## src/core/ppo_pkg.sv

```systemverilog
//--------------------------------------------------------------------------
// Function
// - Line 3 drives timer compare B when enabled; pin-change input only if compare off.
// - Line 2 value: zero in two-wire output, else inverted compare B when enabled.
// - Two-wire mode forces pull-up off and steers direction of lines 2 and 0.
// - Line 2 input enabled by start interrupt, or pin change with no alternate use.
// - Line 1 value: serial data-out in three-wire mode, else compare A output when enabled.
// - Line 1 pin-change input only when three-wire mode and compare A are off.
// - Line 0 value: zero in two-wire output, else inverted compare A when enabled.
// - Line 0 input enabled by start interrupt, or pin change with no alternate use.
// - Group-0 pin change needs global flag, group-0 mask bit, alternate function off.
// - Group-1 pin change needs global flag, group-1 mask bit, alternate function off.
// - External level interrupt enabled only with global flag and its mask bit.
// - Serial start interrupt enabled only with global flag and start-detect enable bit.
// - Reset-pin disable fuse is active low for pull-up and direction of line 7.
// - Lines 4 and 5 I/O enables come from clock fuses, not registers.
// - Port A output latch, read/write at 0x1B, reset to zero.
// - Port A direction, read/write at 0x1A, set bit means output, reset zero.
// - Port A pin state, read-only at 0x19, sampled pin levels.
// - Port B output latch, read/write at 0x18, reset to zero.
// - Port B direction, read/write at 0x17, one bit per line.
// - Three-wire data-out replaces line 1 value; latch still drives pull-up as input.
// - Port B lines keep input enabled in sleep while pin change is enabled and the line has no alternate use.
//--------------------------------------------------------------------------
package ppo_pkg;

   localparam int          LINES              = 8;
   localparam int          AW                 = 8;

   // I/O locations
   localparam logic [7:0]  ADDR_PORT_B_DIR    = 8'h17;
   localparam logic [7:0]  ADDR_PORT_B_LATCH  = 8'h18;
   localparam logic [7:0]  ADDR_PORT_A_PIN    = 8'h19;
   localparam logic [7:0]  ADDR_PORT_A_DIR    = 8'h1A;
   localparam logic [7:0]  ADDR_PORT_A_LATCH  = 8'h1B;
   localparam logic [7:0]  ADDR_SERIAL_CTRL   = 8'h0D;
   localparam logic [7:0]  ADDR_GEN_IRQ_MASK  = 8'h3B;

   // Field positions
   localparam int          EXT_IRQ0_BIT       = 6;
   localparam int          PCG1_MASK_BIT      = 5;
   localparam int          PCG0_MASK_BIT      = 4;
   localparam int          START_IE_BIT       = 7;
   localparam logic [7:0]  GEN_IRQ_MASK_BITS  = 8'h70;

   // Reset values
   localparam logic [7:0]  REG_RESET          = 8'h00;

   // Clock-select fuse codes
   localparam logic [3:0]  CLOCK_SELECT_FUSES_EXT_CLOCK    = 4'h0;
   localparam logic [3:0]  CLOCK_SELECT_FUSES_RC_LOW       = 4'h1;
   localparam logic [3:0]  CLOCK_SELECT_FUSES_RC_HIGH      = 4'h4;

endpackage

```

## src/core/ppo_ovr_if.sv

```systemverilog
`timescale 1ns/1ps
interface ppo_ovr_if;
   logic [7:0] pullup_override_enable;
   logic [7:0] pullup_override_value;
   logic [7:0] direction_override_enable;
   logic [7:0] direction_override_value;
   logic [7:0] pin_value_override_enable;
   logic [7:0] pin_value_override_value;
   logic [7:0] input_enable_override_enable;
   logic [7:0] input_enable_override_value;
   logic [7:0] latch;
   logic [7:0] dir;
   logic       sleep;
   logic [7:0] out_val;
   logic [7:0] oe_n;
   logic [7:0] pull_en;
   logic [7:0] in_en;

   modport src
   (
      output pullup_override_enable, pullup_override_value, direction_override_enable,
             direction_override_value, pin_value_override_enable, pin_value_override_value,
             input_enable_override_enable, input_enable_override_value, latch, dir, sleep,
      input  out_val, oe_n, pull_en, in_en
   );

   modport mux
   (
      input  pullup_override_enable, pullup_override_value, direction_override_enable,
             direction_override_value, pin_value_override_enable, pin_value_override_value,
             input_enable_override_enable, input_enable_override_value, latch, dir, sleep,
      output out_val, oe_n, pull_en, in_en
   );
endinterface

```

## src/core/ppo_pin_mux.sv

```systemverilog
`timescale 1ns/1ps
module ppo_pin_mux
(
   ppo_ovr_if.mux ovr
);
   genvar i;

   generate
      for (i = 0; i < ppo_pkg::LINES; i++)
      begin : g_line
         logic dir_eff;
         // Override wins over the register-derived attribute
         assign dir_eff = ovr.direction_override_enable[i] ? ovr.direction_override_value[i]
                                                           : ovr.dir[i];
         assign ovr.oe_n[i]    = ~dir_eff;
         assign ovr.out_val[i] = ovr.pin_value_override_enable[i] ? ovr.pin_value_override_value[i]
                                                                  : ovr.latch[i];
         // Latch keeps the pull-up of an input even when the value is overridden
         assign ovr.pull_en[i] = ovr.pullup_override_enable[i] ? ovr.pullup_override_value[i]
                                                               : (ovr.latch[i] & ~dir_eff);
         // Inputs shut off in sleep unless an override keeps them alive
         assign ovr.in_en[i]   = ovr.input_enable_override_enable[i] ? ovr.input_enable_override_value[i]
                                                                     : ~ovr.sleep;
      end
   endgenerate
endmodule

```

## src/core/ppo_port_ctrl.sv

```systemverilog
`timescale 1ns/1ps
module ppo_port_ctrl
(
   input  wire logic       clk_sys,
   input  wire logic       rst,
   // Register port
   input  wire logic [7:0] bus_addr,
   input  wire logic [7:0] bus_wr_data,
   input  wire logic       bus_wr,
   input  wire logic       bus_rd,
   output logic      [7:0] bus_rd_data,
   // Core and peripheral status, same clock
   input  wire logic       global_irq_flag,
   input  wire logic       sleep_mode,
   input  wire logic       serial_twowire_mode_active,
   input  wire logic       serial_threewire_mode_active,
   input  wire logic       serial_clock_stretch_hold,
   input  wire logic       serial_twowire_data,
   input  wire logic       serial_data_out,
   input  wire logic       timer1_cmp_a_out_enable,
   input  wire logic       timer1_cmp_b_out_enable,
   input  wire logic       timer1_cmp_a_out,
   input  wire logic       timer1_cmp_b_out,
   input  wire logic       timer0_ext_clock,
   // Fuses
   input  wire logic       reset_pin_disable_fuse,
   input  wire logic       pll_clock_fuse,
   input  wire logic [3:0] clock_select_fuses,
   // Pins
   input  wire logic [7:0] port_a_pin_in,
   input  wire logic [7:0] port_b_pin_in,
   output logic      [7:0] port_a_out,
   output logic      [7:0] port_a_oe_n,
   output logic      [7:0] port_a_pullup,
   output logic      [7:0] port_a_in_en,
   output logic      [7:0] port_b_out,
   output logic      [7:0] port_b_oe_n,
   output logic      [7:0] port_b_pullup,
   output logic      [7:0] port_b_in_en,
   output logic      [7:0] port_b_level,
   // Qualified enables to the interrupt logic
   output logic            pinchg_group0_enable,
   output logic            pinchg_group1_enable,
   output logic            ext_irq0_enable,
   output logic            serial_start_irq_enable
);

   //-----------------------------------------------------------------------
   // Registers
   //-----------------------------------------------------------------------
   logic [7:0] port_a_output_latch_r;
   logic [7:0] port_a_direction_r;
   logic [7:0] port_b_output_latch_r;
   logic [7:0] port_b_direction_r;
   logic [7:0] general_irq_mask_reg_r;
   logic [7:0] serial_iface_control_reg_r;
   logic [7:0] pa_meta_r;
   logic [7:0] pa_sync_r;
   logic [7:0] pb_meta_r;
   logic [7:0] pb_sync_r;
   logic [7:0] rd_nxt;

   function automatic logic hit(input logic [7:0] a, input logic [7:0] loc);
      hit = (a == loc);
   endfunction

   always_ff @(posedge clk_sys or posedge rst)
   begin
      if (rst)
      begin
         port_a_output_latch_r <= ppo_pkg::REG_RESET;
         port_a_direction_r    <= ppo_pkg::REG_RESET;
      end
      else if (bus_wr)
      begin
         if (hit(bus_addr, ppo_pkg::ADDR_PORT_A_LATCH))
            port_a_output_latch_r <= bus_wr_data;
         if (hit(bus_addr, ppo_pkg::ADDR_PORT_A_DIR))
            port_a_direction_r <= bus_wr_data;
      end
   end

   always_ff @(posedge clk_sys or posedge rst)
   begin
      if (rst)
      begin
         port_b_output_latch_r <= ppo_pkg::REG_RESET;
         port_b_direction_r    <= ppo_pkg::REG_RESET;
      end
      else if (bus_wr)
      begin
         if (hit(bus_addr, ppo_pkg::ADDR_PORT_B_LATCH))
            port_b_output_latch_r <= bus_wr_data;
         if (hit(bus_addr, ppo_pkg::ADDR_PORT_B_DIR))
            port_b_direction_r <= bus_wr_data;
      end
   end

   always_ff @(posedge clk_sys or posedge rst)
   begin
      if (rst)
      begin
         general_irq_mask_reg_r     <= ppo_pkg::REG_RESET;
         serial_iface_control_reg_r <= ppo_pkg::REG_RESET;
      end
      else if (bus_wr)
      begin
         // Reserved mask bits stay zero
         if (hit(bus_addr, ppo_pkg::ADDR_GEN_IRQ_MASK))
            general_irq_mask_reg_r <= bus_wr_data & ppo_pkg::GEN_IRQ_MASK_BITS;
         if (hit(bus_addr, ppo_pkg::ADDR_SERIAL_CTRL))
            serial_iface_control_reg_r <= bus_wr_data;
      end
   end

   //-----------------------------------------------------------------------
   // Pin synchronisers
   //-----------------------------------------------------------------------
   always_ff @(posedge clk_sys or posedge rst)
   begin
      if (rst)
      begin
         pa_meta_r <= ppo_pkg::REG_RESET;
         pa_sync_r <= ppo_pkg::REG_RESET;
         pb_meta_r <= ppo_pkg::REG_RESET;
         pb_sync_r <= ppo_pkg::REG_RESET;
      end
      else
      begin
         pa_meta_r <= port_a_pin_in;
         pa_sync_r <= pa_meta_r;
         pb_meta_r <= port_b_pin_in;
         pb_sync_r <= pb_meta_r;
      end
   end

   //-----------------------------------------------------------------------
   // Read port
   //-----------------------------------------------------------------------
   always_comb
   begin
      rd_nxt = 8'h00;
      if (bus_rd)
      begin
         unique case (bus_addr)
            ppo_pkg::ADDR_PORT_A_LATCH: rd_nxt = port_a_output_latch_r;
            ppo_pkg::ADDR_PORT_A_DIR:   rd_nxt = port_a_direction_r;
            ppo_pkg::ADDR_PORT_A_PIN:   rd_nxt = pa_sync_r;
            ppo_pkg::ADDR_PORT_B_LATCH: rd_nxt = port_b_output_latch_r;
            ppo_pkg::ADDR_PORT_B_DIR:   rd_nxt = port_b_direction_r;
            ppo_pkg::ADDR_GEN_IRQ_MASK: rd_nxt = general_irq_mask_reg_r;
            ppo_pkg::ADDR_SERIAL_CTRL:  rd_nxt = serial_iface_control_reg_r;
            default:                    rd_nxt = 8'h00;
         endcase
      end
   end

   // Data stand only in the cycle after the strobe
   always_ff @(posedge clk_sys or posedge rst)
   begin
      if (rst)
         bus_rd_data <= 8'h00;
      else
         bus_rd_data <= rd_nxt;
   end

   //-----------------------------------------------------------------------
   // Qualified enables
   //-----------------------------------------------------------------------
   logic pcg0_en;
   logic pcg1_en;
   logic ext_irq0_enable_en;
   logic start_en;
   logic io4_en;
   logic io5_en;
   logic ext_clk_en;
   logic rst_fn;
   logic tw;
   logic thw;

   // Alternate-function masking is applied per line below
   assign pcg0_en  = global_irq_flag & general_irq_mask_reg_r[ppo_pkg::PCG0_MASK_BIT];
   assign pcg1_en  = global_irq_flag & general_irq_mask_reg_r[ppo_pkg::PCG1_MASK_BIT];
   assign ext_irq0_enable_en  = global_irq_flag & general_irq_mask_reg_r[ppo_pkg::EXT_IRQ0_BIT];
   assign start_en = global_irq_flag & serial_iface_control_reg_r[ppo_pkg::START_IE_BIT];
   assign tw       = serial_twowire_mode_active;
   assign thw      = serial_threewire_mode_active;

   // Fuse reads 1 when unprogrammed, so 1 keeps the reset function
   assign rst_fn     = reset_pin_disable_fuse;
   // Line 4 is free only with the internal RC and no PLL; line 5 also with the external clock
   assign ext_clk_en = pll_clock_fuse & (clock_select_fuses == ppo_pkg::CLOCK_SELECT_FUSES_EXT_CLOCK);
   assign io5_en     = pll_clock_fuse & (ext_clk_en | ((clock_select_fuses >= ppo_pkg::CLOCK_SELECT_FUSES_RC_LOW)
                       & (clock_select_fuses <= ppo_pkg::CLOCK_SELECT_FUSES_RC_HIGH)));
   assign io4_en     = io5_en & ~ext_clk_en;

   //-----------------------------------------------------------------------
   // Override tables
   //-----------------------------------------------------------------------
   ppo_ovr_if pb_ovr ();

   assign pb_ovr.latch = port_b_output_latch_r;
   assign pb_ovr.dir   = port_b_direction_r;
   assign pb_ovr.sleep = sleep_mode;

   // Pull-up: two-wire lines are released, reset line pulled up, oscillator lines off
   assign pb_ovr.pullup_override_enable = {rst_fn, 1'b0, ~io5_en, ~io4_en, 1'b0, tw, 1'b0, tw};
   assign pb_ovr.pullup_override_value  = {1'b1, 7'h00};

   // Direction: open-collector drive in two-wire mode
   assign pb_ovr.direction_override_enable = {rst_fn, 1'b0, ~io5_en, ~io4_en, 1'b0, tw, 1'b0, tw};
   assign pb_ovr.direction_override_value  =
      {4'h0, 1'b0,
       (serial_clock_stretch_hold | ~port_b_output_latch_r[2]) & port_b_direction_r[2],
       1'b0,
       (~serial_twowire_data | ~port_b_output_latch_r[0]) & port_b_direction_r[0]};

   // Pin value
   assign pb_ovr.pin_value_override_enable =
      {4'h0,
       timer1_cmp_b_out_enable,
       (tw & port_b_direction_r[2]) | timer1_cmp_b_out_enable,
       thw | timer1_cmp_a_out_enable,
       (tw & port_b_direction_r[0]) | timer1_cmp_a_out_enable};
   assign pb_ovr.pin_value_override_value =
      {4'h0,
       timer1_cmp_b_out,
       ~(tw & port_b_direction_r[2]) & timer1_cmp_b_out_enable & ~timer1_cmp_b_out,
       thw ? serial_data_out : (timer1_cmp_a_out_enable & timer1_cmp_a_out),
       ~(tw & port_b_direction_r[0]) & timer1_cmp_a_out_enable & ~timer1_cmp_a_out};

   // Digital input: held on in sleep while pin change stays unmasked and the line has no alternate use
   assign pb_ovr.input_enable_override_enable =
      {pcg1_en | rst_fn,
       (~timer0_ext_clock & pcg1_en) | ext_irq0_enable_en,
       pcg1_en | ~io5_en,
       pcg1_en | ~io4_en | ext_clk_en,
       pcg0_en & ~timer1_cmp_b_out_enable,
       (~(tw | thw | timer1_cmp_b_out_enable) & pcg0_en) | start_en,
       ~(thw | timer1_cmp_a_out_enable) & pcg0_en,
       (~(tw | thw | timer1_cmp_a_out_enable) & pcg0_en) | start_en};
   assign pb_ovr.input_enable_override_value =
      {pcg1_en & ~rst_fn,
       1'b1,
       pcg1_en & io5_en,
       (pcg1_en & io4_en) | ext_clk_en,
       4'hF};

   ppo_pin_mux u_pb_mux
   (
      .ovr (pb_ovr)
   );

   //-----------------------------------------------------------------------
   // Registered pin outputs
   //-----------------------------------------------------------------------
   always_ff @(posedge clk_sys or posedge rst)
   begin
      if (rst)
      begin
         port_a_out    <= 8'h00;
         port_a_oe_n   <= 8'hFF;
         port_a_pullup <= 8'h00;
         port_a_in_en  <= 8'h00;
      end
      else
      begin
         port_a_out    <= port_a_output_latch_r;
         port_a_oe_n   <= ~port_a_direction_r;
         port_a_pullup <= port_a_output_latch_r & ~port_a_direction_r;
         port_a_in_en  <= {8{~sleep_mode}};
      end
   end

   always_ff @(posedge clk_sys or posedge rst)
   begin
      if (rst)
      begin
         port_b_out    <= 8'h00;
         port_b_oe_n   <= 8'hFF;
         port_b_pullup <= 8'h00;
         port_b_in_en  <= 8'h00;
         port_b_level  <= 8'h00;
      end
      else
      begin
         port_b_out    <= pb_ovr.out_val;
         port_b_oe_n   <= pb_ovr.oe_n;
         port_b_pullup <= pb_ovr.pull_en;
         port_b_in_en  <= pb_ovr.in_en;
         // Disabled inputs read low so floating pins cannot toggle peripherals
         port_b_level  <= pb_sync_r & pb_ovr.in_en;
      end
   end

   always_ff @(posedge clk_sys or posedge rst)
   begin
      if (rst)
      begin
         pinchg_group0_enable    <= 1'b0;
         pinchg_group1_enable    <= 1'b0;
         ext_irq0_enable         <= 1'b0;
         serial_start_irq_enable <= 1'b0;
      end
      else
      begin
         pinchg_group0_enable    <= pcg0_en;
         pinchg_group1_enable    <= pcg1_en;
         ext_irq0_enable         <= ext_irq0_enable_en;
         serial_start_irq_enable <= start_en;
      end
   end
endmodule

```

## config.mk

```make
export PLATFORM = sky130hd
export DESIGN_NAME = ppo_port_ctrl
export DESIGN_NICKNAME = d
export VERILOG_FILES = /design/src/core/ppo_pkg.sv /design/src/core/ppo_ovr_if.sv /design/src/core/ppo_pin_mux.sv /design/src/core/ppo_port_ctrl.sv
export SDC_FILE = /design/constraint.sdc
export NUM_CORES = 1
export LEC_CHECK = 0
export BUFFER_PORTS_ARGS = -buffer_cell sky130_fd_sc_hd__buf_2
export CAP_MARGIN = 20
export CORE_ASPECT_RATIO = 1.1
export CORE_MARGIN = 3
export CORE_UTILIZATION = 48
export CTS_CLUSTER_SIZE = 25
export DETAILED_ROUTE_END_ITERATION = 12
export HOLD_SLACK_MARGIN = 0.06
export PLACE_DENSITY_LB_ADDON = 0.3
export SYNTH_ARGS = -nofsm -noshare
export SYNTH_HDL_FRONTEND = slang
export SYNTH_SLANG_ARGS = --single-unit
```

## constraint.sdc

```tcl
create_clock -name clk_sys -period 9.75 [get_ports clk_sys]
set_clock_uncertainty 0.15 [all_clocks]
set_input_delay 0 -clock clk_sys [delete_from_list [all_inputs] [get_ports clk_sys]]
set_output_delay 0 -clock clk_sys [all_outputs]
set_load 0.05 [all_outputs]
```

==> results of run 1 <==
## state kept, by name, indices dropped and copies added, names as in the netlist, 3 cells and up
name and flops:
bus_rd_data 8, pa_meta_r 8, pa_sync_r 8, pb_meta_r 8
pb_ovr.dir 8, pb_ovr.latch 8, pb_sync_r 8, port_a_direction_r 8
port_a_oe_n 8, port_a_out 8, port_a_output_latch_r 8, port_a_pullup 8
port_b_in_en 8, port_b_level 8, port_b_oe_n 8, port_b_out 8
port_b_pullup 8, serial_iface_control_reg_r 8, general_irq_mask_reg_r 3
## metal layers
metal,track usage [%],routed length [um],vias up
met2,33.5,6290,132
met3,5.32,618,19
met1,26.3,5120,1845
li1,-,-,1685
met4,8.05,210,0
met5,0,0,-
## power groups by stage
stage	clock network, W	registers, W	logic, W
finish	0.000640	0.000675	0.000145
global route	0.000683	0.000678	0.000156
CTS	0.000654	0.000675	0.000146
detailed placement	0	0.000686	0.000126
global placement	0	0.000685	0.000124
floorplan	0	0.000727	0.0000451
## stage by stage
stage                     std cells  hold slack (ps)  cell area (sq um)  setup WS (ps)
after floorplan                 365             -119               5430           5530
after global placement          634            -42.6               6200           7320
after detailed placement        634            -40.7               6200           7210
after CTS                       730             61.2               7430           6990
after global routing            731             73.7               7440           6880
final                           731             83.7               7440           6930
## cell usage in the layout, fill, tap and decap left out, drive strengths merged, types with 3 or more instances in the layout
cell type	Yosys	final
buf	14	139
dfrtp	136	136
dlygate4sd3	0	64
mux2	45	45
clkbuf	2	20
nand2	17	17
dfstp	16	16
inv	16	16
nor2b	14	14
and2	11	11
nand3	9	9
o21ai	9	9
a22oi	8	8
nor2	8	8
a21oi	8	8
mux2i	8	8
a2bb2oi	6	6
nor3b	5	5
clkinv	0	5
a22o	4	4
clkinvlp	0	4
bufinv	0	3
## layout make-up
class | count | share of cell area (%)
sequential | 152 | 51.4
multi-input combinational | 181 | 19.3
timing repair buffer | 203 | 18.0
clock buffer | 20 | 5.87
tap | 147 | 2.47
clock inverter | 12 | 2.05
inverter | 16 | 0.875
## kinds of logic (layout without fill, tap and decap cells)
logic type,Yosys count,after routing
and+or+nand+nor,80,80
buffers and inverters,32,251
muxes,54,54
DFF,152,152
AOI/OAI and AO/OA,47,47
## cells in the mapped netlist (2+ instances only)
master                      count  area share, %
sky130_fd_sc_hd__dfrtp_1      136             63
sky130_fd_sc_hd__inv_1         16            1.1
sky130_fd_sc_hd__mux2_2        45            9.3
sky130_fd_sc_hd__o21ai_0        9           0.83
sky130_fd_sc_hd__and2_1        11            1.3
sky130_fd_sc_hd__a22oi_1        8            1.1
sky130_fd_sc_hd__mux2i_1        8            1.5
sky130_fd_sc_hd__nor2_1         8           0.55
sky130_fd_sc_hd__nand2_1       17            1.2
sky130_fd_sc_hd__clkbuf_1       2           0.14
sky130_fd_sc_hd__o31ai_1        2           0.28
sky130_fd_sc_hd__a2bb2oi_1      6           0.97
sky130_fd_sc_hd__o41ai_1        2           0.32
sky130_fd_sc_hd__nor3b_1        5           0.69
sky130_fd_sc_hd__nand3_1        9           0.83
sky130_fd_sc_hd__nand3b_1       2           0.28
sky130_fd_sc_hd__buf_4         11            1.5
sky130_fd_sc_hd__a22o_1         4           0.65
sky130_fd_sc_hd__a21oi_1        8           0.74
sky130_fd_sc_hd__dfstp_2       16            7.7
sky130_fd_sc_hd__and4b_1        2           0.37
sky130_fd_sc_hd__nor2b_1       14            1.6
sky130_fd_sc_hd__a221oi_1       2           0.32
## worst register-to-register path, cell delays in order (launching register included)
cell	delay, ps
sky130_fd_sc_hd__dfrtp_1	400
sky130_fd_sc_hd__and2_1	180
sky130_fd_sc_hd__nor2_1	160
sky130_fd_sc_hd__nor2_1	50
sky130_fd_sc_hd__dlygate4sd3_1	570
sky130_fd_sc_hd__and2_1	160
## worst paths after layout
check	start	endpoint	slack, ps	cells past startpoint
max reg2reg	general_irq_mask_reg_r[5]$_DFFE_PP0P_	port_b_level[7]$_DFF_PP0_	7980	5
max	bus_addr[7]	pb_ovr.dir[3]$_DFFE_PP0P_	6930	7
min	port_a_pin_in[0]	pa_meta_r[0]$_DFF_PP0_	80	2
min reg2reg	pb_meta_r[5]$_DFF_PP0_	pb_sync_r[5]$_DFF_PP0_	190	0
min in group asynchronous	rst	pb_sync_r[3]$_DFF_PP0_	200	3
max in group asynchronous	rst	port_a_output_latch_r[3]$_DFFE_PP0P_	8110	4
==> out/results.ini, run 1 <==
[drt]
routed_wirelength_um = 12200
drc = 0
dr_total_vias = 3681
ant_nets = 0
drt-pass1-iter-count = 4
detail_route.vias_per_cell = 5.04
detail_route.iter0.violations = 164
detail_route.wl_per_cell_um = 16.7

[grt]
grt_start_max_net_pins = 105
grt_pass1_wl_um = 19800
first_global_vias = 3916
number_of_antenna_violations_at_the_first_check_in_global_routing = 0
groute.usage.overall_pct = 20.5
grt_overflow_total = 0

[pwr]
power_frac_seq_pct = 46.2
leakage_nw = 3.66
internal-power_w = 0.00111
switching_share_pct = 23.8
power.combinational.fraction_pct = 10.0
power.switching_w = 0.000348
total_power_after_layout_w = 0.00146
peakVddDrop_uv = 111
pwr-share-clk_pct = 43.8
power.density_nw_per_um2 = 196

[critical_path]
timing.critical_path.buf_inv = 3
cp-start-kind = primary input
nature_of_the_critical_path_endpoint = register
cp_cell_sequence = dlygate4sd3_1 > buf_2 > or3b_4 > dlygate4sd3_1 > nor2_1 > nand3_1 > mux2_2
crit_required_ps = 9880
library_cell_contributing_the_largest_single_delay_on_the_critical_path = sky130_fd_sc_hd__dlygate4sd3_1
worstPathArrival_ps = 2950
cell_occurring_most_often_along_the_worst_timing_path = sky130_fd_sc_hd__dlygate4sd3_1
crit_fanout = 8
path_delay_family = simple AND/OR/NAND/NOR gates
critical-path-max-stage-delay_ps = 580
critical_path_class = primary input to register

[worst_hold_path]
worst_min_path_class = primary input to register

[synthesis]
yosys-mux-area-fraction_pct = 11.2
synth_top_family_by_area = multiplexers
mappedNetlistArea_sq_um = 5430
yosys_warnings = 0
synth_compound_area_share_pct = 6.13
postSynthCellCount = 365
mean_syn_cell_area_sq_um = 14.9
ys_seq_elements = 152
synth_sequential_area_ratio_pct = 70.4
post_synth_and_or_nand_nor_area_fraction_pct = 9.08
synthesized_netlist_net_count = 419
area_share_of_fa_ha_maj_cells_after_synthesis_pct = 0
synthXorXnorAreaFrac_pct = 0
synth_cell_type_count = 45
synth_enable_flop_cells = 0
synth_async_sr_flop_share_pct = 100
dominantRegCellSynth = sky130_fd_sc_hd__dfrtp_1

[sta]
timing.final.crit_period_ps = 2820
rsz0062_at_grt = false
maxClockFrequency_mhz = 355
setup_violations = 0
finalMaxSlewViolations = 0
final_hold_viol_count = 0
slew_headroom_pct = 35.9
tightestPinTransition_ps = 954
final.setup.tns_ps = 0
layout_worst_path_cycle_share_pct = 28.9

[die]
initial_utilization_pct = 49.5
std_cell_rows = 40
die_h_um = 118
floorplan.io_pins = 138
dieArea_sq_um = 12600
die-width_um = 107
floorplan.core_area_sq_um = 11000

[cts]
post_cts_buffers = 0
post_cts.resized_instances = 0
tritoncts = built
holdBufCountCts = 64
clockBufferDepth = 2
insertion_delay_ps = 400
ctsHtreeMaxLevel = 4
cts-root-buf = sky130_fd_sc_hd__clkbuf_16
clock_sinks = 152
path_clk_slew_ps = 60
numCtsBuffers = 17

[cells_and_area]
finish.utilization_pct = 67.8
seqCellArea_sq_um = 3820
final_nets = 625
syn_to_final_growth_pct = 37.0
multi_input_area_sq_um = 1440
drive_above_1_share_pct = 40.6
antenna_cells_inserted = 0
total_of_fill_cells_in_the_finished_design = 801

[place]
numPortBuffers = 137
routabilityCongestion = 0.827
dp_hpwl_um = 7710

[run]
cap_violations = 0

[status]
run_status = finished clean

Power figures use the tool's default switching activity.
==> inputs of run 2 (changes only) <==
clock period = 2.7 ns   (was 9.75 ns; I/O delays follow)
==> run 2 against run 1 <==
Non-clock buffer count up 6. Register-to-register slack worse by 7300 ps. Final cell count up 0.82%. Critical path type unchanged. Largest power group unchanged. Core utilization up 1.1 points. Sequential power rose to 3.6 times the previous value. Sequential cell count unchanged.
==> out/results.ini, run 2 (same netlist as run 1, synthesis figures left out) <==
[status]
run_status = finished clean

[grt]
first_global_vias = 4005
grt_overflow_total = 0
groute.usage.overall_pct = 21.2
number_of_antenna_violations_at_the_first_check_in_global_routing = 0
grt_pass1_wl_um = 20300
grt_start_max_net_pins = 46

[die]
die_h_um = 118
std_cell_rows = 40
floorplan.io_pins = 138
initial_utilization_pct = 49.5
floorplan.core_area_sq_um = 11000
dieArea_sq_um = 12600
die-width_um = 107

[drt]
routed_wirelength_um = 12700
dr_total_vias = 3744
detail_route.wl_per_cell_um = 17.2
ant_nets = 0
drt-pass1-iter-count = 4
detail_route.iter0.violations = 172
drc = 0
detail_route.vias_per_cell = 5.08

[sta]
slew_headroom_pct = 52.0
maxClockFrequency_mhz = 379
layout_worst_path_cycle_share_pct = 97.7
setup_violations = 0
final.setup.tns_ps = 0
finalMaxSlewViolations = 0
tightestPinTransition_ps = 718
rsz0062_at_grt = false
final_hold_viol_count = 0
timing.final.crit_period_ps = 2640

[pwr]
power.density_nw_per_um2 = 712
leakage_nw = 3.73
peakVddDrop_uv = 392

[run]
cap_violations = 0

[cells_and_area]
seqCellArea_sq_um = 3820
multi_input_area_sq_um = 1440
most_frequent_standard_cell_in_the_layout_excluding_fill_and_tap_cells = sky130_fd_sc_hd__buf_2
most-common-layout-cells = sky130_fd_sc_hd__buf_2 (137), sky130_fd_sc_hd__dfrtp_1 (136), sky130_fd_sc_hd__dlygate4sd3_1 (65)
syn_to_final_growth_pct = 39.1
antenna_cells_inserted = 0
final_nets = 631
drive_above_1_share_pct = 41.5
total_of_fill_cells_in_the_finished_design = 804
post_layout_nonfiller_instances = 737

[cts]
path_clk_slew_ps = 60
numCtsBuffers = 17
clockBufferDepth = 2
tritoncts = built
clock_sinks = 152
insertion_delay_ps = 410
ctsHtreeMaxLevel = 4
cts-root-buf = sky130_fd_sc_hd__clkbuf_16

[critical_path]
cp-start-kind = primary input
nature_of_the_critical_path_endpoint = register
worstPathArrival_ps = 2780
worst_reg2reg_path_depth = 4
timing.reg2reg.setup_slack_ps = 690
crit_required_ps = 2840
crit_fanout = 8
worst_r2r_startpoint = port_a_direction_r[4]$_DFFE_PP0P_
critical_path_class = primary input to register
crit-reg2reg-capture = bus_rd_data[4]$_DFF_PP0_

[place]
dp_hpwl_um = 8130
placed_cells = 640
numPortBuffers = 137
routabilityCongestion = 0.866

[worst_hold_path]
worst_min_path_class = primary input to async pin

run 2: cell types whose count changed in the layout (fill, tap and decap cells not counted):
cell,change
sky130_fd_sc_hd__buf_12,+3
sky130_fd_sc_hd__buf_2,-1
sky130_fd_sc_hd__buf_4,+3
sky130_fd_sc_hd__clkbuf_1,-2
sky130_fd_sc_hd__clkbuf_8,+3
sky130_fd_sc_hd__clkinv_4,+1
sky130_fd_sc_hd__clkinvlp_4,-1
sky130_fd_sc_hd__dlygate4sd3_1,+1
sky130_fd_sc_hd__inv_6,-1
sky130_fd_sc_hd__nor2_1,-1
sky130_fd_sc_hd__nor2_2,+1
run 2: worst max-delay path, cell delays in order:
cell and delay (ps):
sky130_fd_sc_hd__dlygate4sd3_1 530, sky130_fd_sc_hd__buf_2 130, sky130_fd_sc_hd__or3b_4 430, sky130_fd_sc_hd__dlygate4sd3_1 600
sky130_fd_sc_hd__nor2_2 200, sky130_fd_sc_hd__nand3_1 440, sky130_fd_sc_hd__mux2_2 440
run 2: routing by layer:
metal	track usage (%)	vias to the layer above	part of all wire, %
met1	26.7	1882	40
met2	34.5	141	52
met3	6.09	23	7.0
met4	8.84	0	1.7
li1	-	1698	-
met5	0	-	0
run 2: timing repair:
item,4_1_cts,5_1_grt
endpoints found under the hold margin,244,1
setup buffers,0,0
endpoints found under the setup margin,0,9
hold buffers,64,1
gates resized for setup,0,1
run 2: final cells by class:
cell class / count / area share [%]
Timing Repair Buffer: 209 / 18.9
Inverter: 16 / 0.845
Sequential cell: 152 / 50.6
Clock buffer: 21 / 6.23
Tap cell: 147 / 2.44
Clock inverter: 11 / 1.94
Multi-Input combinational cell: 181 / 19.0
run 2: worst max-delay path by stage:
| stage | slack [ps] | endpoint | start | cells past startpoint |
|---|---|---|---|---|
| after detailed placement | 480 | port_a_direction_r[1]$_DFFE_PP0P_ | bus_addr[7] | 5 |
| after CTS | 80 | pb_ovr.dir[3]$_DFFE_PP0P_ | bus_addr[7] | 7 |
| after floorplan | 650 | bus_rd_data[0]$_DFF_PP0_ | rst | 1 |
| final | 60 | pb_ovr.dir[3]$_DFFE_PP0P_ | bus_addr[7] | 7 |
| after global routing | 50 | pb_ovr.dir[2]$_DFFE_PP0P_ | bus_addr[7] | 7 |
| after global placement | 580 | port_a_direction_r[1]$_DFFE_PP0P_ | bus_addr[7] | 5 |
run 2: power breakdown:
part / switching [W] / total (W) / internal [W] / leakage [nW]
combinational: 0.000346 / 0.000538 / 0.000192 / 1.48
clock: 0.000873 / 0.00240 / 0.00153 / 0.299
sequential: 0.0000537 / 0.00244 / 0.00239 / 1.95
total: 0.00127 / 0.00538 / 0.00410 / 3.73
run 2: stage by stage:
step / util [%] / worst slack [ps] / cell area [sq um] / power, W / hold WS (ps)
after floorplan: - / 646 / 5430 / 0.00279 / -119
after global placement: 57.3 / 581 / 6280 / 0.00293 / -42.8
after detailed placement: 57.3 / 484 / 6280 / 0.00295 / -40.3
after CTS: 68.8 / 79.5 / 7540 / 0.00543 / 61.7
after global routing: 68.9 / 49.6 / 7550 / 0.00559 / 70.3
final: 68.9 / 61.5 / 7550 / 0.00538 / 75.1
